<file path="config.mk">
export PLATFORM = sky130hd
export DESIGN_NAME = ibl_core
export DESIGN_NICKNAME = d
export VERILOG_FILES = /design/src/common/ibl_pkg.sv /design/src/verilog/ibl_core.sv /design/src/verilog/ibl_ptr_file.sv
export SDC_FILE = /design/constraint.sdc
export NUM_CORES = 1
export LEC_CHECK = 0
export ABC_CLOCK_PERIOD_IN_PS = 3550
export BUFFER_PORTS_ARGS = -buffer_cell sky130_fd_sc_hd__buf_2
export CAP_MARGIN = 20
export CORE_ASPECT_RATIO = 0.5
export CORE_UTILIZATION = 41
export CTS_CLUSTER_DIAMETER = 120
export DETAILED_ROUTE_END_ITERATION = 8
export PLACE_DENSITY_LB_ADDON = 0.25
export SLEW_MARGIN = 10
export SYNTH_ARGS = -nofsm -noshare
export SYNTH_HDL_FRONTEND = slang
export SYNTH_HIERARCHICAL = 1
export SYNTH_SLANG_ARGS = --single-unit
</file>
<file path="constraint.sdc">
create_clock -name clk -period 3.55 [get_ports clk]
set_input_delay 0 -clock clk [delete_from_list [all_inputs] [get_ports clk]]
set_output_delay 0 -clock clk [all_outputs]
set_load 0.02 [all_outputs]
</file>
<file path="src/common/ibl_pkg.sv">
// Shared constants and types for the indirect move and literal load block.
package ibl_pkg;
   localparam int          PTR_W        = 16;
   localparam int          DATA_W       = 8;
   localparam int          BANK_W       = 6;
   localparam int          PAGE_W       = 7;
   localparam int          NPTR         = 2;
   localparam int          MODE_W       = 2;
   // Aliases of the two indirect access locations in the data space.
   localparam logic [15:0] ALIAS0_ADDR  = 16'h1F00;
   localparam logic [15:0] ALIAS1_ADDR  = 16'h1F01;
   localparam logic [1:0]  MODE_PREINC  = 2'h0;
   localparam logic [1:0]  MODE_PREDEC  = 2'h1;
   localparam logic [1:0]  MODE_POSTINC = 2'h2;
   localparam logic [1:0]  MODE_POSTDEC = 2'h3;
   localparam int          MODE_DEC_BIT = 0;
   localparam int          MODE_POST_BIT = 1;
   localparam logic [15:0] PTR_RST      = 16'h0000;
   localparam logic [15:0] PTR_STEP     = 16'h0001;
   localparam logic [7:0]  W_RST        = 8'h00;
   localparam logic [5:0]  BANK_RST     = 6'h00;
   localparam logic [6:0]  PAGE_RST     = 7'h00;
   localparam int          RD_LATENCY   = 1;

   typedef enum logic [1:0] {
      IBL_OP_INDIRECT_MOVE = 2'h0,
      IBL_OP_BANK_LIT      = 2'h1,
      IBL_OP_PAGE_LIT      = 2'h2,
      IBL_OP_WORK_LIT      = 2'h3
   } ibl_op_t;

   typedef enum logic [1:0] {
      IBL_ST_IDLE    = 2'h0,
      IBL_ST_ACCESS  = 2'h1,
      IBL_ST_CAPTURE = 2'h3
   } ibl_state_t;
endpackage : ibl_pkg

</file>
<file path="src/verilog/ibl_core.sv">
// Indirect move and literal load execution with pointer redirection of data accesses.
`timescale 1ns/100ps
// Function
// RULE1 - The indirect move takes a 2-bit mode: 00 preincrement, 01 predecrement, 10 postincrement, 11 postdecrement, pre modes adjusting before the access and post modes after.
// RULE2 - The indirect move transfers one byte between the working register and the indirect access location of the chosen pointer.
// RULE3 - Any access naming an indirect access location is redirected to the data address held in the matching pointer.
// RULE4 - The indirect access locations have no storage and act only as address aliases.
// RULE5 - Each pointer spans 0000h to FFFFh and wraps modulo 16 bits on increment and decrement.
// RULE6 - The bank literal load writes its 6-bit literal into the bank select register.
// RULE7 - The page latch literal load writes its 7-bit literal into the program counter latch high register.
// RULE8 - The working literal load places its 8-bit literal, 0 to 255, into the working register.
// RULE9 - The three literal loads leave every status flag unchanged.
// RULE10 - A literal wider than its destination keeps only the low bits that fit.
module ibl_core #(
   parameter int PTR_W  = ibl_pkg::PTR_W,
   parameter int DATA_W = ibl_pkg::DATA_W
) (
   input  wire logic                  clk,
   input  wire logic                  resetn,
   input  wire logic                  ce,
   input  wire logic                  instr_valid,
   input  wire ibl_pkg::ibl_op_t      instr_op,
   input  wire logic                  instr_ptr_sel,
   input  wire logic [1:0]            instr_mode,
   input  wire logic                  instr_to_mem,
   input  wire logic [7:0]            instr_literal,
   input  wire logic                  acc_valid,
   input  wire logic [15:0]           acc_addr,
   input  wire logic                  acc_we,
   input  wire logic [DATA_W-1:0]     acc_wdata,
   input  wire logic [DATA_W-1:0]     mem_rdata,
   output      logic [15:0]           mem_addr_r,
   output      logic                  mem_rd_r,
   output      logic                  mem_wr_r,
   output      logic [DATA_W-1:0]     mem_wdata_r,
   output      logic                  busy_r,
   output      logic [DATA_W-1:0]     w_reg_r,
   output      logic [5:0]            bank_sel_r,
   output      logic [6:0]            program_counter_latch_high_r,
   output      logic [PTR_W-1:0]      ptr0_r,
   output      logic [PTR_W-1:0]      ptr1_r
);
   // Returns whether an address is one of the alias locations.
   function automatic logic is_alias(input logic [15:0] a);
      return (a == ibl_pkg::ALIAS0_ADDR) || (a == ibl_pkg::ALIAS1_ADDR);
   endfunction : is_alias

   // Returns which pointer an alias address stands for.
   function automatic logic alias_sel(input logic [15:0] a);
      return (a == ibl_pkg::ALIAS1_ADDR);
   endfunction : alias_sel

   logic                          rst_meta_r;
   logic                          rst_n_r;
   ibl_pkg::ibl_state_t           state_r;
   ibl_pkg::ibl_state_t           state_nxt;
   logic [2*PTR_W-1:0]            ptr_flat;
   logic [PTR_W-1:0]              ptr_cur;
   logic [PTR_W-1:0]              ptr_adj;
   logic                          mv_go;
   logic                          acc_go;
   logic                          lit_go;
   logic [15:0]                   acc_target;

   always_ff @(posedge clk or negedge resetn) begin
      if (!resetn) begin
         rst_meta_r <= 1'b0;
         rst_n_r    <= 1'b0;
      end else begin
         rst_meta_r <= 1'b1;
         rst_n_r    <= rst_meta_r;
      end
   end

   // New instructions are taken only while idle; a busy core leaves them to the decoder.
   assign mv_go  = ce && instr_valid && (state_r == ibl_pkg::IBL_ST_IDLE)
                   && (instr_op == ibl_pkg::IBL_OP_INDIRECT_MOVE);
   assign lit_go = ce && instr_valid && (state_r == ibl_pkg::IBL_ST_IDLE)
                   && (instr_op != ibl_pkg::IBL_OP_INDIRECT_MOVE);
   // Plain data accesses yield to an instruction in the same cycle.
   assign acc_go = ce && acc_valid && !instr_valid && (state_r == ibl_pkg::IBL_ST_IDLE);

   assign ptr_cur = instr_ptr_sel ? ptr_flat[PTR_W +: PTR_W] : ptr_flat[0 +: PTR_W];
   // Plain 16-bit add and subtract wrap on their own, so no bound check exists.
   assign ptr_adj = instr_mode[ibl_pkg::MODE_DEC_BIT] ? ptr_cur - ibl_pkg::PTR_STEP  // see RULE5
                                                      : ptr_cur + ibl_pkg::PTR_STEP; // see RULE5
   assign acc_target = is_alias(acc_addr)
                       ? (alias_sel(acc_addr) ? ptr_flat[PTR_W +: PTR_W]            // see RULE3
                                              : ptr_flat[0 +: PTR_W])
                       : acc_addr;
   assign ptr0_r = ptr_flat[0 +: PTR_W];
   assign ptr1_r = ptr_flat[PTR_W +: PTR_W];

   ibl_ptr_file #(
      .NPTR  (2),
      .PTR_W (PTR_W)
   ) u_ptr (
      .clk      (clk),
      .rst_n    (rst_n_r),
      .ce       (ce),
      .upd_en   (mv_go),
      .upd_sel  (instr_ptr_sel),
      .upd_val  (ptr_adj),
      .ptr_flat (ptr_flat)
   );

   always_comb begin
      state_nxt = state_r;
      case (state_r)
         ibl_pkg::IBL_ST_IDLE: begin
            if (mv_go) begin
               state_nxt = ibl_pkg::IBL_ST_ACCESS;
            end
         end
         ibl_pkg::IBL_ST_ACCESS: begin
            state_nxt = mem_rd_r ? ibl_pkg::IBL_ST_CAPTURE : ibl_pkg::IBL_ST_IDLE;
         end
         ibl_pkg::IBL_ST_CAPTURE: begin
            state_nxt = ibl_pkg::IBL_ST_IDLE;
         end
         default: begin
            state_nxt = ibl_pkg::IBL_ST_IDLE;
         end
      endcase
   end

   always_ff @(posedge clk or negedge rst_n_r) begin
      if (!rst_n_r) begin
         state_r <= ibl_pkg::IBL_ST_IDLE;
      end else if (ce) begin
         state_r <= state_nxt;
      end
   end

   always_ff @(posedge clk or negedge rst_n_r) begin
      if (!rst_n_r) begin
         busy_r <= 1'b0;
      end else if (ce) begin
         busy_r <= (state_nxt != ibl_pkg::IBL_ST_IDLE);
      end
   end

   // The alias never holds data: every alias access goes out to memory at a pointer address.
   always_ff @(posedge clk or negedge rst_n_r) begin
      if (!rst_n_r) begin
         mem_addr_r  <= 16'h0000;
         mem_rd_r    <= 1'b0;
         mem_wr_r    <= 1'b0;
         mem_wdata_r <= 8'h00;
      end else if (ce) begin
         mem_rd_r <= 1'b0;
         mem_wr_r <= 1'b0;
         if (mv_go) begin
            mem_addr_r  <= instr_mode[ibl_pkg::MODE_POST_BIT] ? ptr_cur : ptr_adj; // see RULE1
            mem_rd_r    <= !instr_to_mem;                                         // see RULE2
            mem_wr_r    <= instr_to_mem;                                          // see RULE2
            mem_wdata_r <= w_reg_r;                                               // see RULE4
         end else if (acc_go) begin
            mem_addr_r  <= acc_target;                                            // see RULE3
            mem_rd_r    <= !acc_we;
            mem_wr_r    <= acc_we;
            mem_wdata_r <= acc_wdata;
         end
      end
   end

   // Literal loads touch only their destination; this block drives no status flag.
   always_ff @(posedge clk or negedge rst_n_r) begin
      if (!rst_n_r) begin
         w_reg_r <= ibl_pkg::W_RST;
      end else if (ce) begin
         if (lit_go && (instr_op == ibl_pkg::IBL_OP_WORK_LIT)) begin
            w_reg_r <= instr_literal;                                             // see RULE8 RULE9
         end else if (state_r == ibl_pkg::IBL_ST_CAPTURE) begin
            w_reg_r <= mem_rdata;                                                 // see RULE2
         end
      end
   end

   always_ff @(posedge clk or negedge rst_n_r) begin
      if (!rst_n_r) begin
         bank_sel_r <= ibl_pkg::BANK_RST;
      end else if (ce && lit_go && (instr_op == ibl_pkg::IBL_OP_BANK_LIT)) begin
         bank_sel_r <= instr_literal[ibl_pkg::BANK_W-1:0];                        // see RULE6 RULE10
      end
   end

   always_ff @(posedge clk or negedge rst_n_r) begin
      if (!rst_n_r) begin
         program_counter_latch_high_r <= ibl_pkg::PAGE_RST;
      end else if (ce && lit_go && (instr_op == ibl_pkg::IBL_OP_PAGE_LIT)) begin
         program_counter_latch_high_r <= instr_literal[ibl_pkg::PAGE_W-1:0];                          // see RULE7 RULE10
      end
   end

   // Checks.
   property p_mode_addr;
      @(posedge clk) disable iff (!rst_n_r)
      mv_go |=> mem_addr_r == ($past(instr_mode[1]) ? $past(ptr_cur)
                              : ($past(instr_mode[0]) ? $past(ptr_cur) - 16'h0001
                                                      : $past(ptr_cur) + 16'h0001));
   endproperty
   a_mode_addr: assert property (p_mode_addr) else $error("indirect address wrong for mode"); // see RULE1

   property p_ptr_step;
      @(posedge clk) disable iff (!rst_n_r)
      (mv_go && !instr_ptr_sel) |=> ptr0_r == ($past(instr_mode[0]) ? $past(ptr0_r) - 16'h0001
                                                                    : $past(ptr0_r) + 16'h0001);
   endproperty
   a_ptr_step: assert property (p_ptr_step) else $error("pointer not stepped with wrap"); // see RULE5

   property p_wrap_top;
      @(posedge clk) disable iff (!rst_n_r)
      (mv_go && !instr_ptr_sel && !instr_mode[0] && ptr0_r == 16'hFFFF) |=> ptr0_r == 16'h0000;
   endproperty
   a_wrap_top: assert property (p_wrap_top) else $error("pointer did not wrap at top"); // see RULE5

   property p_read_to_w;
      @(posedge clk) disable iff (!rst_n_r)
      (mv_go && !instr_to_mem) ##1 ce [*2] |=> w_reg_r == $past(mem_rdata);
   endproperty
   a_read_to_w: assert property (p_read_to_w) else $error("indirect read not loaded to W"); // see RULE2

   property p_write_from_w;
      @(posedge clk) disable iff (!rst_n_r)
      (mv_go && instr_to_mem) |=> mem_wr_r && !mem_rd_r && mem_wdata_r == $past(w_reg_r);
   endproperty
   a_write_from_w: assert property (p_write_from_w) else $error("indirect write wrong"); // see RULE4

   property p_alias_redirect;
      @(posedge clk) disable iff (!rst_n_r)
      (acc_go && is_alias(acc_addr)) |=> mem_addr_r ==
         (alias_sel($past(acc_addr)) ? ptr1_r : ptr0_r);
   endproperty
   a_alias_redirect: assert property (p_alias_redirect) else $error("alias not redirected"); // see RULE3

   property p_bank_lit;
      @(posedge clk) disable iff (!rst_n_r)
      (lit_go && instr_op == ibl_pkg::IBL_OP_BANK_LIT) |=> bank_sel_r == $past(instr_literal[5:0]);
   endproperty
   a_bank_lit: assert property (p_bank_lit) else $error("bank literal not loaded"); // see RULE6

   property p_page_lit;
      @(posedge clk) disable iff (!rst_n_r)
      (lit_go && instr_op == ibl_pkg::IBL_OP_PAGE_LIT) |=> program_counter_latch_high_r == $past(instr_literal[6:0]);
   endproperty
   a_page_lit: assert property (p_page_lit) else $error("page literal not loaded"); // see RULE7

   property p_work_lit;
      @(posedge clk) disable iff (!rst_n_r)
      (lit_go && instr_op == ibl_pkg::IBL_OP_WORK_LIT) |=> w_reg_r == $past(instr_literal);
   endproperty
   a_work_lit: assert property (p_work_lit) else $error("working literal not loaded"); // see RULE8

   property p_lit_quiet;
      @(posedge clk) disable iff (!rst_n_r)
      lit_go |=> !mem_rd_r && !mem_wr_r && $stable(ptr0_r) && $stable(ptr1_r) && !busy_r;
   endproperty
   a_lit_quiet: assert property (p_lit_quiet) else $error("literal load disturbed other state"); // see RULE9

   c_read:  cover property (@(posedge clk) disable iff (!rst_n_r) mv_go && !instr_to_mem);
   c_write: cover property (@(posedge clk) disable iff (!rst_n_r) mv_go && instr_to_mem);
   c_alias: cover property (@(posedge clk) disable iff (!rst_n_r) acc_go && is_alias(acc_addr));
   c_lit:   cover property (@(posedge clk) disable iff (!rst_n_r) lit_go);
endmodule : ibl_core

</file>
<file path="src/verilog/ibl_ptr_file.sv">
// File of the file select pointers, each a plain 16-bit register.
`timescale 1ns/100ps
module ibl_ptr_file #(
   parameter int NPTR  = ibl_pkg::NPTR,
   parameter int PTR_W = ibl_pkg::PTR_W
) (
   input  wire logic                    clk,
   input  wire logic                    rst_n,
   input  wire logic                    ce,
   input  wire logic                    upd_en,
   input  wire logic                    upd_sel,
   input  wire logic [PTR_W-1:0]        upd_val,
   output      logic [NPTR*PTR_W-1:0]   ptr_flat
);
   genvar g;
   generate
      for (g = 0; g < NPTR; g++) begin : g_ptr
         // Each pointer has a register of its own, so no two processes share one variable.
         logic [PTR_W-1:0] ptr_r;

         always_ff @(posedge clk or negedge rst_n) begin
            if (!rst_n) begin
               ptr_r <= PTR_W'(ibl_pkg::PTR_RST);
            end else if (ce && upd_en && (int'(upd_sel) == g)) begin
               ptr_r <= upd_val;
            end
         end
         assign ptr_flat[g*PTR_W +: PTR_W] = ptr_r;
      end
   endgenerate
endmodule : ibl_ptr_file

</file>
== Yosys cells after proc, flatten, opt, wreduce, memory -nomap -nowiden ==
Index checks and enable logic that the tools add are counted.

* Input port bits: 52
* ROM bits: 0
* Bits in latches: 0
* Register bits: 84
* Memories kept: 0
* Output and inout bits: 80
* RAM bits: 0

* $mul: 0
* Shift-type cells: 0
* Mux-type cells: 18
* Divide/modulo/power cells: 0
* Reductions and logical operators: 26
* $lt $le $gt $ge: 0
* Bitwise operators: 1
* Add/sub/neg operators: 2
* Eq/ne operators: 7

{| class="wikitable"
|+ Operator list
! operator !! number
|-
| 16-bit 2-to-1 mux || 7
|-
| 16-bit by 13-bit == test with 1-bit output, second input constant || 2
|-
| 8-bit 2-to-1 mux || 4
|-
| 16-bit by 1-bit adder with 16-bit output, second input constant || 1
|-
| 16-bit by 1-bit subtractor with 16-bit output, second input constant || 1
|-
| 1-bit logical AND || 14
|-
| 2-bit nonzero test || 4
|-
| 2-bit == test, second input constant || 3
|-
| 2-bit by 1-bit == test with 1-bit output, second input constant || 2
|-
| 2-bit logical NOT || 2
|-
| 1-bit 2-to-1 mux || 4
|-
| 2-bit 2-to-1 mux || 2
|-
| 2-bit case mux with 2 select lines || 1
|-
| 2-bit AND reduction || 2
|-
| 1-bit logical NOT || 3
|-
| 1-bit logical OR || 1
|-
| 1-bit inverter || 1
|}

== Logic depth before layout (Yosys ltp) ==
Gate-level depths: netlist (run 1).

* Depth after elaboration: 6
* Depth in mapped cells: 11
* Depth with buffers taken out: 10

== By module ==
Netlist (run 1), hierarchy kept.

{| class="wikitable"
|+ Modules (own cells, without submodules)
! module !! sequential area each (um2) !! cells each !! area each (um2) !! instances
|-
| ibl_core || 1301.2 || 361 || 3542.1 || 1
|-
| ibl_ptr_file || 800.8 || 68 || 1296.2 || 1
|}

== Worst setup path before layout (run 1) ==
OpenSTA, ideal clock, no wires.

* Kind: input port to flip-flop
* From: input instr_ptr_sel
* To: register mem_addr_r[14]
* Path slack: 0.917 ns
* Required time: 3.426 ns
* Arrival time: 2.509 ns
* Stages on the path: 11
* Setup time: 0.124 ns
* Buffers on the path: 2
* Cells stage by stage: buf_6 -> clkbuf_1 -> mux2_2 -> ha_1 -> a21o_1 -> a31oi_2 -> nor2b_1 -> a311oi_2 -> a21oi_1 -> xor2_1 -> o31a_1

* Cells in the longest elaborated chain, start to end: 5
* Elaborated cells between the ends (all ways): 6
* Those cells by class: add/sub (2); mux (4)

{| class="wikitable"
|+ RTL lines
! item !! line !! RTL
|-
| start, declared || ibl_core.sv:23 || <nowiki>input wire logic instr_ptr_sel,</nowiki>
|-
| 16-bit 2-to-1 mux (*) || ibl_core.sv:83 || <nowiki>assign ptr_cur = instr_ptr_sel ? ptr_flat[PTR_W +: PTR_W] : ptr_flat[0 +: PTR_W];</nowiki>
|-
| 16-bit by 1-bit adder with 16-bit output / 16-bit by 1-bit subtractor with 16-bit output (equally long branches) || ibl_core.sv:86, ibl_core.sv:85 ||
|-
| 16-bit 2-to-1 mux (*) || ibl_core.sv:85 || <nowiki>assign ptr_adj = instr_mode[ibl_pkg::MODE_DEC_BIT] ? ptr_cur - ibl_pkg::PTR_STEP</nowiki>
|-
| via ptr_adj[14] || ibl_core.sv:59 || <nowiki>logic [PTR_W-1:0] ptr_adj;</nowiki>
|-
| 16-bit 2-to-1 mux (*) || ibl_core.sv:154 || <nowiki>mem_addr_r <= instr_mode[ibl_pkg::MODE_POST_BIT] ? ptr_cur : ptr_adj;</nowiki>
|-
| 16-bit 2-to-1 mux (*) || ibl_core.sv:153 || <nowiki>if (mv_go) begin</nowiki>
|-
| end signal, assigned || ibl_core.sv:154 ||
|-
| end signal, assigned || ibl_core.sv:159 || <nowiki>mem_addr_r <= acc_target;</nowiki>
|-
| end, declared || ibl_core.sv:32 || <nowiki>output logic [15:0] mem_addr_r,</nowiki>
|}

Mark *: on every way through the listed nets, which the timed path passes. The rest lies on a longest branch.
A chain may end at the register's enable or synchronous reset.

== Worst setup path after layout (run 1) ==
* From: register u_ptr.g_ptr[0].ptr_r[1]
* To: register mem_addr_r[14]

* Cells in the longest elaborated chain, start to end: 5
* Elaborated cells between the ends (all ways): 6
* Those cells by class: add/sub (2); mux (4)

{| class="wikitable"
|+ RTL lines
! item !! line !! RTL
|-
| start, declared || ibl_ptr_file.sv:19 || <nowiki>logic [PTR_W-1:0] ptr_r;</nowiki>
|-
| start signal, assigned || ibl_ptr_file.sv:23 || <nowiki>ptr_r <= PTR_W'(ibl_pkg::PTR_RST);</nowiki>
|-
| start signal, assigned || ibl_ptr_file.sv:25 || <nowiki>ptr_r <= upd_val;</nowiki>
|-
| 16-bit 2-to-1 mux (*) || ibl_core.sv:83 ||
|-
| 16-bit by 1-bit adder with 16-bit output / 16-bit by 1-bit subtractor with 16-bit output (equally long branches) || ibl_core.sv:86, ibl_core.sv:85 ||
|-
| 16-bit 2-to-1 mux (*) || ibl_core.sv:85 ||
|-
| via ptr_adj[14] || ibl_core.sv:59 ||
|-
| 16-bit 2-to-1 mux (*) || ibl_core.sv:154 ||
|-
| 16-bit 2-to-1 mux (*) || ibl_core.sv:153 ||
|}

Marks and branches as above.

==> impl_metrics.json, run 1 <==
{
  "outcome": "finished, final reports clean",
  "nets": 655,
  "syn_avg_cell_area_sq_um": 11.3,
  "fin_tns_setup_ps": 0,
  "cts_hold_buf": 30,
  "die_area_sq_um": 12300,
  "synthSimpleGateAreaFrac_pct": 10.4,
  "grt_pass1_wl_um": 21000,
  "grt_usage_pct": 22.3,
  "synth_cell_types": 63,
  "yosys_warnings": 6,
  "antenna_found_initial": 0,
  "htree_levels": 3,
  "synthArstFlopShare_pct": 100,
  "synthesis.area_sq_um": 4840,
  "globalRouteOverflowTotal": 0,
  "via_per_inst": 5.32,
  "synth_edf_count": 0,
  "syn_to_final_growth_pct": 28.6,
  "die_w_um": 156,
  "ant_nets": 0,
  "ys_seq_area_share_pct": 43.4,
  "num_rows": 27,
  "critical_path_class": "reg2reg",
  "synthAdderAreaFrac_pct": 4.03,
  "routabilityCongestion": 0.858,
  "setup_viol": 0,
  "min_period_ps": 2660,
  "drt-total-wl_um": 13200,
  "max_freq_ghz": 0.376,
  "final_area_sq_um": 6220,
  "muxShareOfSynthArea_pct": 22.7,
  "clock_latency_ps": 330,
  "hpwl_um": 9420,
  "ios": 132,
  "path_clk_slew_ps": 60,
  "numPortBuffers": 131,
  "root_buffer": "clkbuf_16",
  "tritoncts": "built",
  "post_cts_resized": 0,
  "synthXorXnorAreaFrac_pct": 3.21,
  "finalHoldViolCount": 0,
  "cp.required_ps": 3760,
  "p_per_area_nw_per_um2": 731,
  "drtIter0Drc": 258,
  "cp-startpoint": "u_ptr/g_ptr[0].ptr_r[1]",
  "synth_compound_area_share_pct": 13.5,
  "numCtsBuffers": 9,
  "grt_pass1_vias": 3853,
  "hold_path.class": "in2reg",
  "rr_endpoint": "mem_addr_r[14]",
  "post_dp_cell_area_sq_um": 5630,
  "vdd_drop_max_uv": 255,
  "reg2reg_from": "u_ptr/g_ptr[0].ptr_r[1]",
  "synthCells": 429,
  "tightest_slew_ps": 705,
  "fillers": 1001,
  "grt_max_degree": 83,
  "synth_flop_cell": "dfrtp_1",
  "floorplan.initialDensity_pct": 43.0,
  "power.share.clock_pct": 18.4,
  "rsz0062_at_grt": "false",
  "critPathArrivalTime_ps": 2870,
  "reg2regPathDepth": 8,
  "power_frac_seq_pct": 32.9,
  "coreArea_sq_um": 11200,
  "swShare_pct": 41.0,
  "synth_top_family_by_area": "multiplexers",
  "min_period_over_period_pct": 74.8,
  "r2r_setup_slack_ps": 890,
  "crit_fanout": 4,
  "switchingPower_mw": 1.86,
  "layout_common_cells": "131 x buf_2, 83 x dfrtp_1, 45 x mux2_2, 35 x nor2_1, 30 x dlygate4sd3_1",
  "relSlewSlack_pct": 52.9,
  "die_height_um": 78.8,
  "synth-seq-cells": 84,
  "final_common_cell": "buf_2",
  "cts_max_path_buffers": 2,
  "synth_nets": 496,
  "drive_above_1_share_pct": 39.6,
  "final_max_slew_viol_count": 0,
  "power_frac_comb_pct": 48.7,
  "num_vias": 3999,
  "cts_setup_buffers": 0,
  "cts_sinks": 84,
  "cp-end-kind": "register",
  "cp-start-kind": "register",
  "antenna_cells": 0,
  "drc": 0,
  "drt_first_pass_iters": 4,
  "p_int_mw": 2.68,
  "skew_ps": 6.74,
  "cap_viol_max_count": 0,
  "leakage_nw": 3.10,
  "routedWlPerCell_um": 17.6,
  "endpoint": "mem_addr_r[14]"
}
-- how the worst min path moves through the flow --
stage	from	endpoint	depth (start not counted)
6_report	instr_to_mem	mem_rd_r	3
5_1_grt	instr_to_mem	mem_rd_r	3
4_1_cts	instr_to_mem	mem_rd_r	3
3_5_place_dp	resetn	rst_meta_r	1
3_3_place_gp	resetn	rst_meta_r	1
2_1_floorplan	resetn	rst_meta_r	0
-- state kept, by name (all words and copies together), names as in the netlist, 2 cells and up --
name and count:
u_ptr/g_ptr.ptr_r 32, mem_addr_r 16, mem_wdata_r 8, w_reg_r 8
program_counter_latch_high_r 7, bank_sel_r 6, state_r 2
-- worst max-delay path, cell delays in order, from the launching register on --
cell and delay (ps):
dfrtp_1 430, mux2_2 320, fa_1 430, a21oi_1 220, o21ai_1 150, a311oi_2 400, a21oi_1 130, xor2_1 190
o31a_1 290
-- kinds of logic (layout without fill, tap and decap cells) --
family / after synthesis / in the layout
other: 1 / 1
adder cells (fa/ha/maj): 15 / 15
XOR/XNOR: 16 / 16
flip-flops: 84 / 84
multiplexers: 93 / 93
AO/OA/AOI/OAI: 95 / 95
AND/OR/NAND/NOR: 100 / 100
buffers and inverters: 25 / 189
-- metal layers --
metal	vias up	wire length (um)	global-route usage, %	part of all wire [%]
li1	1899	-	-	-
met1	1965	6370	30.7	48
met2	126	5930	35.5	45
met3	9	859	5.95	6.5
met4	0	85	4.12	0.64
met5	-	0	0	0
-- Yosys cell counts, types with 5 or more instances --
master | instances | area [sq um]
nand3_1 | 7 | 35.0
o22ai_1 | 11 | 68.8
o211ai_1 | 8 | 60.1
a21oi_1 | 15 | 75.1
nor3_1 | 6 | 30.0
ha_1 | 14 | 175
mux2i_1 | 27 | 270
or3_1 | 5 | 31.3
nor2_1 | 35 | 131
mux2_2 | 45 | 507
xor2_1 | 7 | 61.3
o21ai_1 | 6 | 30.0
a21o_1 | 5 | 37.5
o21ai_0 | 22 | 110
nand2_1 | 25 | 93.8
dfrtp_1 | 84 | 2100
xnor2_1 | 7 | 61.3
clkbuf_1 | 8 | 30.0
buf_2 | 7 | 35.0
mux2_4 | 20 | 300
-- power by group through the flow --
stage               logic (mW)  clock network, mW  registers, mW
detailed placement        2.16                  0           1.52
global placement          2.13                  0           1.52
finish                    2.22              0.836           1.49
CTS                       2.20              0.859           1.51
global route              2.39              0.902           1.54
floorplan                 1.22                  0           1.82
-- area by class of cell --
cell class / instances / area [sq um] / share of cell area [%]
multi-input combinational: 320 / 2610 / 42.0
sequential: 84 / 2110 / 33.8
clock inverter: 5 / 30.0 / 0.483
tap: 159 / 199 / 3.20
timing repair buffer: 167 / 1020 / 16.4
inverter: 6 / 22.5 / 0.362
clock buffer: 11 / 233 / 3.74
-- metrics by stage --
step	hold WS [ps]	cells	worst slack [ps]	util, %	power, mW
6_report	13.6	752	893	55.3	4.55
5_1_grt	5.54	752	734	55.3	4.84
3_3_place_gp	-215	705	780	50.1	3.65
3_5_place_dp	-214	705	716	50.1	3.69
4_1_cts	7.62	751	898	55.1	4.56
2_1_floorplan	-296	429	917	-	3.04
No activity file was read; power rests on OpenSTA's default activity.
==> run 2: changes to the inputs <==
- ABC_AREA: unset -> 1
- ABC_CLOCK_PERIOD_IN_PS: 3550 -> 2150
- clock period: 3.55 -> 2.15 ns (I/O delays scaled with it)
==> impl_metrics.json, run 2 <==
{
  "outcome": "finished, final reports clean",
  "power_frac_comb_pct": 47.7,
  "max_freq_ghz": 0.496,
  "htree_levels": 3,
  "relSlewSlack_pct": 54.9,
  "drt-total-wl_um": 18000,
  "top_register": "u_ptr/g_ptr.ptr_r",
  "finalHoldViolCount": 0,
  "synthesis.area_sq_um": 5300,
  "ys_seq_area_share_pct": 39.7,
  "antenna_found_initial": 0,
  "num_vias": 5737,
  "hpwl_um": 13200,
  "clock_latency_ps": 350,
  "tightest_slew_ps": 677,
  "ios": 132,
  "tritoncts": "built",
  "grt_usage_pct": 27.6,
  "grt_pass1_wl_um": 28200,
  "hold_path.class": "in2reg",
  "coreArea_sq_um": 12200,
  "ant_nets": 0,
  "synth_cell_types": 46,
  "yosys-top-cells-count": "223 x nand2_1, 84 x dfrtp_1, 67 x inv_1",
  "largestRegisters": "u_ptr/g_ptr.ptr_r (32), mem_addr_r (16)",
  "syn_avg_cell_area_sq_um": 7.33,
  "synthCells": 723,
  "via_per_inst": 5.24,
  "routedWlPerCell_um": 16.5,
  "final_common_cell": "nand2_1",
  "globalRouteOverflowTotal": 0,
  "path_clk_slew_ps": 70,
  "power_frac_seq_pct": 30.9,
  "numPortBuffers": 131,
  "grt_pass1_vias": 5571,
  "largest_reg_flops": 32,
  "routabilityCongestion": 0.953,
  "vdd_drop_max_uv": 515,
  "synthArstFlopShare_pct": 100,
  "yosysTopAreaCellShare_pct": 39.7,
  "grt_max_degree": 40,
  "yosys_warnings": 6,
  "critPathArrivalTime_ps": 2250,
  "power.share.clock_pct": 21.4,
  "cts_max_path_buffers": 2,
  "cap_viol_max_count": 0,
  "final_max_slew_viol_count": 0,
  "crit_fanout": 3,
  "drc": 0,
  "swShare_pct": 42.9,
  "final_area_sq_um": 7220,
  "finish.utilization_pct": 59.2,
  "synth-seq-cells": 84,
  "finalNonFillerCells": 1094,
  "p_int_mw": 4.18,
  "synth_edf_count": 0,
  "synth_flop_cell": "dfrtp_1",
  "layout_common_cells": "219 x nand2_1, 131 x buf_2, 83 x dfrtp_1, 66 x inv_1, 60 x buf_4",
  "cp-start-kind": "register",
  "drtIter0Drc": 389,
  "numCtsBuffers": 9,
  "placed_cells": 1046,
  "drive_above_1_share_pct": 28.7,
  "antenna_cells": 0,
  "leakage_nw": 3.86,
  "setup_viol": 0,
  "rsz0062_at_grt": "true",
  "critical_path_class": "reg2reg",
  "cp.required_ps": 2380,
  "die_area_sq_um": 13400,
  "die_height_um": 82.4,
  "root_buffer": "clkbuf_16",
  "yosys-top-cells-area": "dfrtp_1 40%, nand2_1 16%, inv_1 4.7%",
  "synth_nets": 790,
  "switchingPower_mw": 3.14,
  "cts_sinks": 84,
  "post_dp_cell_area_sq_um": 6420,
  "min_period_over_period_pct": 93.8,
  "skew_ps": 8.32,
  "synth_top_cell_by_area": "dfrtp_1",
  "p_per_area_nw_per_um2": 1010,
  "nets": 991,
  "drt_first_pass_iters": 5,
  "syn_to_final_growth_pct": 36.1,
  "die_w_um": 163,
  "synth_most_common_cell": "nand2_1",
  "floorplan.initialDensity_pct": 43.5,
  "min_period_ps": 2020,
  "num_rows": 28,
  "cp-end-kind": "register"
}
run 2: changes by cell type in the layout (fill, tap and decap cells not counted), moves of 12 or more:
cell	before	now
nor2_1	35	57
buf_4	5	60
nand2_2	0	12
mux2_2	45	0
nand2_1	25	219
mux2_4	20	0
nand3_1	7	48
mux2i_1	27	6
o21ai_1	6	19
nand4_1	2	35
inv_1	4	66
a21oi_1	15	31
run 2: layout make-up:
class	instances	area [sq um]
sequential	84	2110
multi-input combinational	532	2870
tap	165	206
timing repair buffer	223	1450
inverter	74	294
fill	1144	4970
clock buffer	9	225
clock inverter	7	67.6
run 2: critical path, stage by stage, from the launching register on:
cell,delay (ps)
dfrtp_1,370
o21ai_0,220
inv_1,130
ha_4,300
nand2_1,80
nor2_2,130
and2_1,150
nand2_1,80
nand2_1,70
nand2_1,60
and2_1,160
nand4_1,90
nand2_1,60
run 2: path summary, 6_finish.rpt:
| kind | startpoint | end | slack, ps | cells after the start |
|---|---|---|---|---|
| max | u_ptr/g_ptr[0].ptr_r[14] | u_ptr/g_ptr[1].ptr_r[15] | 130 | 12 |
| max in group asynchronous | rst_n_r | w_reg_r[2] | 1220 | 1 |
| min | acc_addr[3] | mem_addr_r[3] | 6 | 5 |
| max reg2reg | u_ptr/g_ptr[0].ptr_r[14] | u_ptr/g_ptr[1].ptr_r[15] | 130 | 12 |
| min reg2reg | rst_n_r | mem_wdata_r[6] | 310 | 0 |
| min in group asynchronous | rst_n_r | mem_wdata_r[6] | 310 | 0 |
run 2: kinds of logic after synthesis:
family,Yosys count,share of synthesized area (%)
simple gates,397,33.8
compound gates,109,11.4
buf+inv,107,9.63
flops,84,39.7
fa+ha+maj,15,3.68
mux,6,1.13
xor+xnor,4,0.661
other cells,1,0.0707
run 2: metal layers:
| metal | GRT usage [%] | vias to the layer above | part of all wire (%) |
|---|---|---|---|
| met5 | 0 | - | 0 |
| li1 | - | 2771 | - |
| met2 | 48.2 | 216 | 47 |
| met3 | 6.54 | 26 | 7.5 |
| met1 | 34.7 | 2724 | 44 |
| met4 | 7.57 | 0 | 1.8 |
run 2: repair_timing:
action,in CTS,in global routing
setup endpoints to repair,7,38
pin swaps,0,4
hold buffers,30,0
resized for setup,4,36
cloned,0,0
setup buffers,0,2
hold endpoints to repair,35,0
run 2: power groups by stage:
stage	logic, mW	registers (mW)	clock network, mW
after detailed placement	3.23	2.29	0
after global placement	3.20	2.28	0
final	3.49	2.26	1.56
after floorplan	1.41	2.80	0
after CTS	3.30	2.26	1.59
after global routing	3.84	2.32	1.66
run 2: stage by stage:
stage	setup TNS, ps	total power, mW	hold WS [ps]	setup slack (ps)
6_report	0	7.32	5.90	134
4_1_cts	0	7.15	4.20	13.6
3_5_place_dp	-252	5.52	-209	-75.0
5_1_grt	-15.0	7.82	41.6	-14.1
3_3_place_gp	-508	5.48	-214	-172
2_1_floorplan	0	4.21	-296	118
==> run 3: changes to the inputs <==
- CORE_ASPECT_RATIO: 0.5 -> unset
- SYNTH_HIERARCHICAL: 1 -> unset
==> impl_metrics.json, run 3 <==
{
  "swShare_pct": 44.6,
  "antenna_found_initial": 0,
  "die_w_um": 113,
  "leakage_nw": 3.49,
  "drt_first_pass_iters": 5,
  "crit_fanout": 5,
  "synth_cell_types": 43,
  "synth_nets": 772,
  "vdd_drop_max_uv": 547,
  "grt_pass1_wl_um": 26200,
  "relSlewSlack_pct": 53.6,
  "cap_viol_max_count": 0,
  "ant_nets": 0,
  "power.share.clock_pct": 19.1,
  "final_common_cell": "nand2_1",
  "critPathTopFamily": "compound AO/OA/AOI/OAI gates",
  "synthCells": 705,
  "globalRouteOverflowTotal": 0,
  "yosys_warnings": 0,
  "cp.required_ps": 2420,
  "cp-end-kind": "register",
  "tightest_slew_ps": 695,
  "min_period_over_period_pct": 94.9,
  "crit_slowest_cell": "dfrtp_1",
  "grt_pass1_vias": 5049,
  "crit_top_cell": "nand2_1",
  "via_per_inst": 5.03,
  "outcome": "finished, final reports clean",
  "rr_endpoint": "mem_addr_r[14]",
  "numPortBuffers": 131,
  "numCtsBuffers": 9,
  "synth_flop_cell": "dfrtp_1",
  "critPathMaxStageDelay_ps": 420,
  "power_frac_comb_pct": 49.9,
  "holdWs_ps": 18.5,
  "grt_usage_pct": 26.8,
  "antenna_cells": 0,
  "min_period_ps": 2040,
  "largest_reg_flops": 32,
  "finish.utilization_pct": 56.2,
  "htree_levels": 3,
  "die_height_um": 113,
  "power_frac_seq_pct": 31.0,
  "p_int_mw": 4.37,
  "synthesis.area_sq_um": 5090,
  "ios": 132,
  "synth-seq-cells": 84,
  "path_cells": "nand2_1 > nand2_1 > ha_1 > a21oi_2 > o21ai_0 > a21oi_1 > nand2_1 > nand2_1 > nand3_1 > a21oi_1",
  "top_register": "u_ptr.g_ptr.ptr_r",
  "synth_top_cell_by_area": "dfrtp_1",
  "drtIter0Drc": 360,
  "cts_sinks": 84,
  "syn_to_final_growth_pct": 33.1,
  "endpoint": "mem_addr_r[14]",
  "synth_most_common_cell": "nand2_1",
  "setup_viol": 0,
  "cp-startpoint": "u_ptr.g_ptr[1].ptr_r[7]",
  "tritoncts": "built",
  "routabilityCongestion": 0.938,
  "reg2regPathDepth": 10,
  "hpwl_um": 12200,
  "coreArea_sq_um": 12100,
  "synthArstFlopShare_pct": 100,
  "drt-total-wl_um": 16600,
  "yosysTopAreaCellShare_pct": 41.3,
  "path_clk_slew_ps": 70,
  "worst-path-buf-inv": 0,
  "yosys-top-cells-count": "195 x nand2_1, 84 x dfrtp_1, 77 x inv_1",
  "drc": 0,
  "syn_avg_cell_area_sq_um": 7.22,
  "layout_common_cells": "193 x nand2_1, 131 x buf_2, 83 x dfrtp_1, 76 x inv_1, 68 x nor2_1",
  "max_freq_ghz": 0.490,
  "yosys-top-cells-area": "dfrtp_1 41%, nand2_1 14%, inv_1 5.7%",
  "largestRegisters": "u_ptr.g_ptr.ptr_r (32), mem_addr_r (16)",
  "root_buffer": "clkbuf_16",
  "routedWlPerCell_um": 15.6,
  "drive_above_1_share_pct": 24.4,
  "num_vias": 5344,
  "grt_max_degree": 49,
  "critPathArrivalTime_ps": 2310,
  "reg2reg_from": "u_ptr.g_ptr[1].ptr_r[7]",
  "skew_ps": 6.95,
  "hold_path.class": "in2reg",
  "critical_path_class": "reg2reg",
  "clock_latency_ps": 350,
  "cp-start-kind": "register",
  "finalHoldViolCount": 0,
  "r2r_setup_slack_ps": 110,
  "num_rows": 40,
  "fillers": 1163,
  "crit_cells": 10,
  "p_per_area_nw_per_um2": 1160,
  "nets": 956,
  "synth_edf_count": 0,
  "die_area_sq_um": 12900,
  "ys_seq_area_share_pct": 41.3,
  "switchingPower_mw": 3.52,
  "floorplan.initialDensity_pct": 42.2,
  "cts_max_path_buffers": 2,
  "final_max_slew_viol_count": 0
}
==> run 3: what timing repair did <==
item	in CTS	in global routing
resized for setup	0	24
hold buffers	33	0
buffers inserted	0	0
setup endpoints to repair	0	34
endpoints found under the hold margin	37	0
==> run 3: how the worst min path moves through the flow <==
stage	endpoint	cells past startpoint	from
floorplan	rst_meta_r	0	resetn
global placement	rst_meta_r	1	resetn
detailed placement	rst_n_r	1	resetn
CTS	mem_addr_r[8]	5	acc_addr[8]
global route	mem_addr_r[1]	5	acc_addr[1]
finish	mem_addr_r[8]	5	acc_addr[8]
==> run 3: power groups by stage <==
| stage | logic, mW | registers [mW] | clock network, mW |
|---|---|---|---|
| final | 3.94 | 2.45 | 1.51 |
| after global routing | 4.34 | 2.51 | 1.60 |
| after CTS | 3.81 | 2.45 | 1.53 |
| after detailed placement | 3.76 | 2.46 | 0 |
| after global placement | 3.73 | 2.46 | 0 |
| after floorplan | 1.76 | 3.06 | 0 |
==> run 3: kinds of logic (layout without fill, tap and decap cells) <==
kind of cell,Yosys count,after routing,synth area share (%)
other,1,1,0.0737
muxes,2,2,0.393
adders and majority gates,15,15,3.83
DFF,84,84,41.3
and+or+nand+nor,350,350,29.4
buffers and inverters,108,297,9.04
AOI/OAI and AO/OA,141,141,15.3
xor gates and xnor gates,4,4,0.688
==> run 3: metrics by stage <==
| step | setup TNS (ps) | std cells | cell area (sq um) | power (mW) | setup slack [ps] |
|---|---|---|---|---|---|
| after floorplan | 0 | 705 | 5090 | 4.82 | 127 |
| after global placement | 0 | 1013 | 6090 | 6.19 | 37.1 |
| after detailed placement | 0 | 1013 | 6090 | 6.22 | 34.1 |
| after CTS | 0 | 1062 | 6710 | 7.78 | 12.0 |
| after global routing | -110 | 1062 | 6780 | 8.45 | -57.8 |
| final | 0 | 1062 | 6780 | 7.89 | 109 |
==> run 3: worst min-delay path, cell delays in order <==
cell	delay, ps
buf_2	120
nand3_1	70
nand2_1	50
inv_1	40
a21oi_1	60
==> run 3: layout make-up <==
cell class | instances | area [sq um] | share of cell area [%]
Clock buffer | 10 | 239 | 3.53
Clock inverter | 6 | 47.5 | 0.702
Inverter | 82 | 317 | 4.67
Multi-Input combinational cell | 513 | 2600 | 38.3
Sequential cell | 84 | 2110 | 31.1
Tap cell | 168 | 210 | 3.10
Timing Repair Buffer | 199 | 1260 | 18.6
==> run 3: layer usage <==
layer	up-vias	GRT usage, %	routed length (um)
li1	2664	-	-
met1	2481	34.6	7180
met2	175	44.7	8000
met3	24	6.64	1160
met4	0	7.72	250
met5	-	0	0
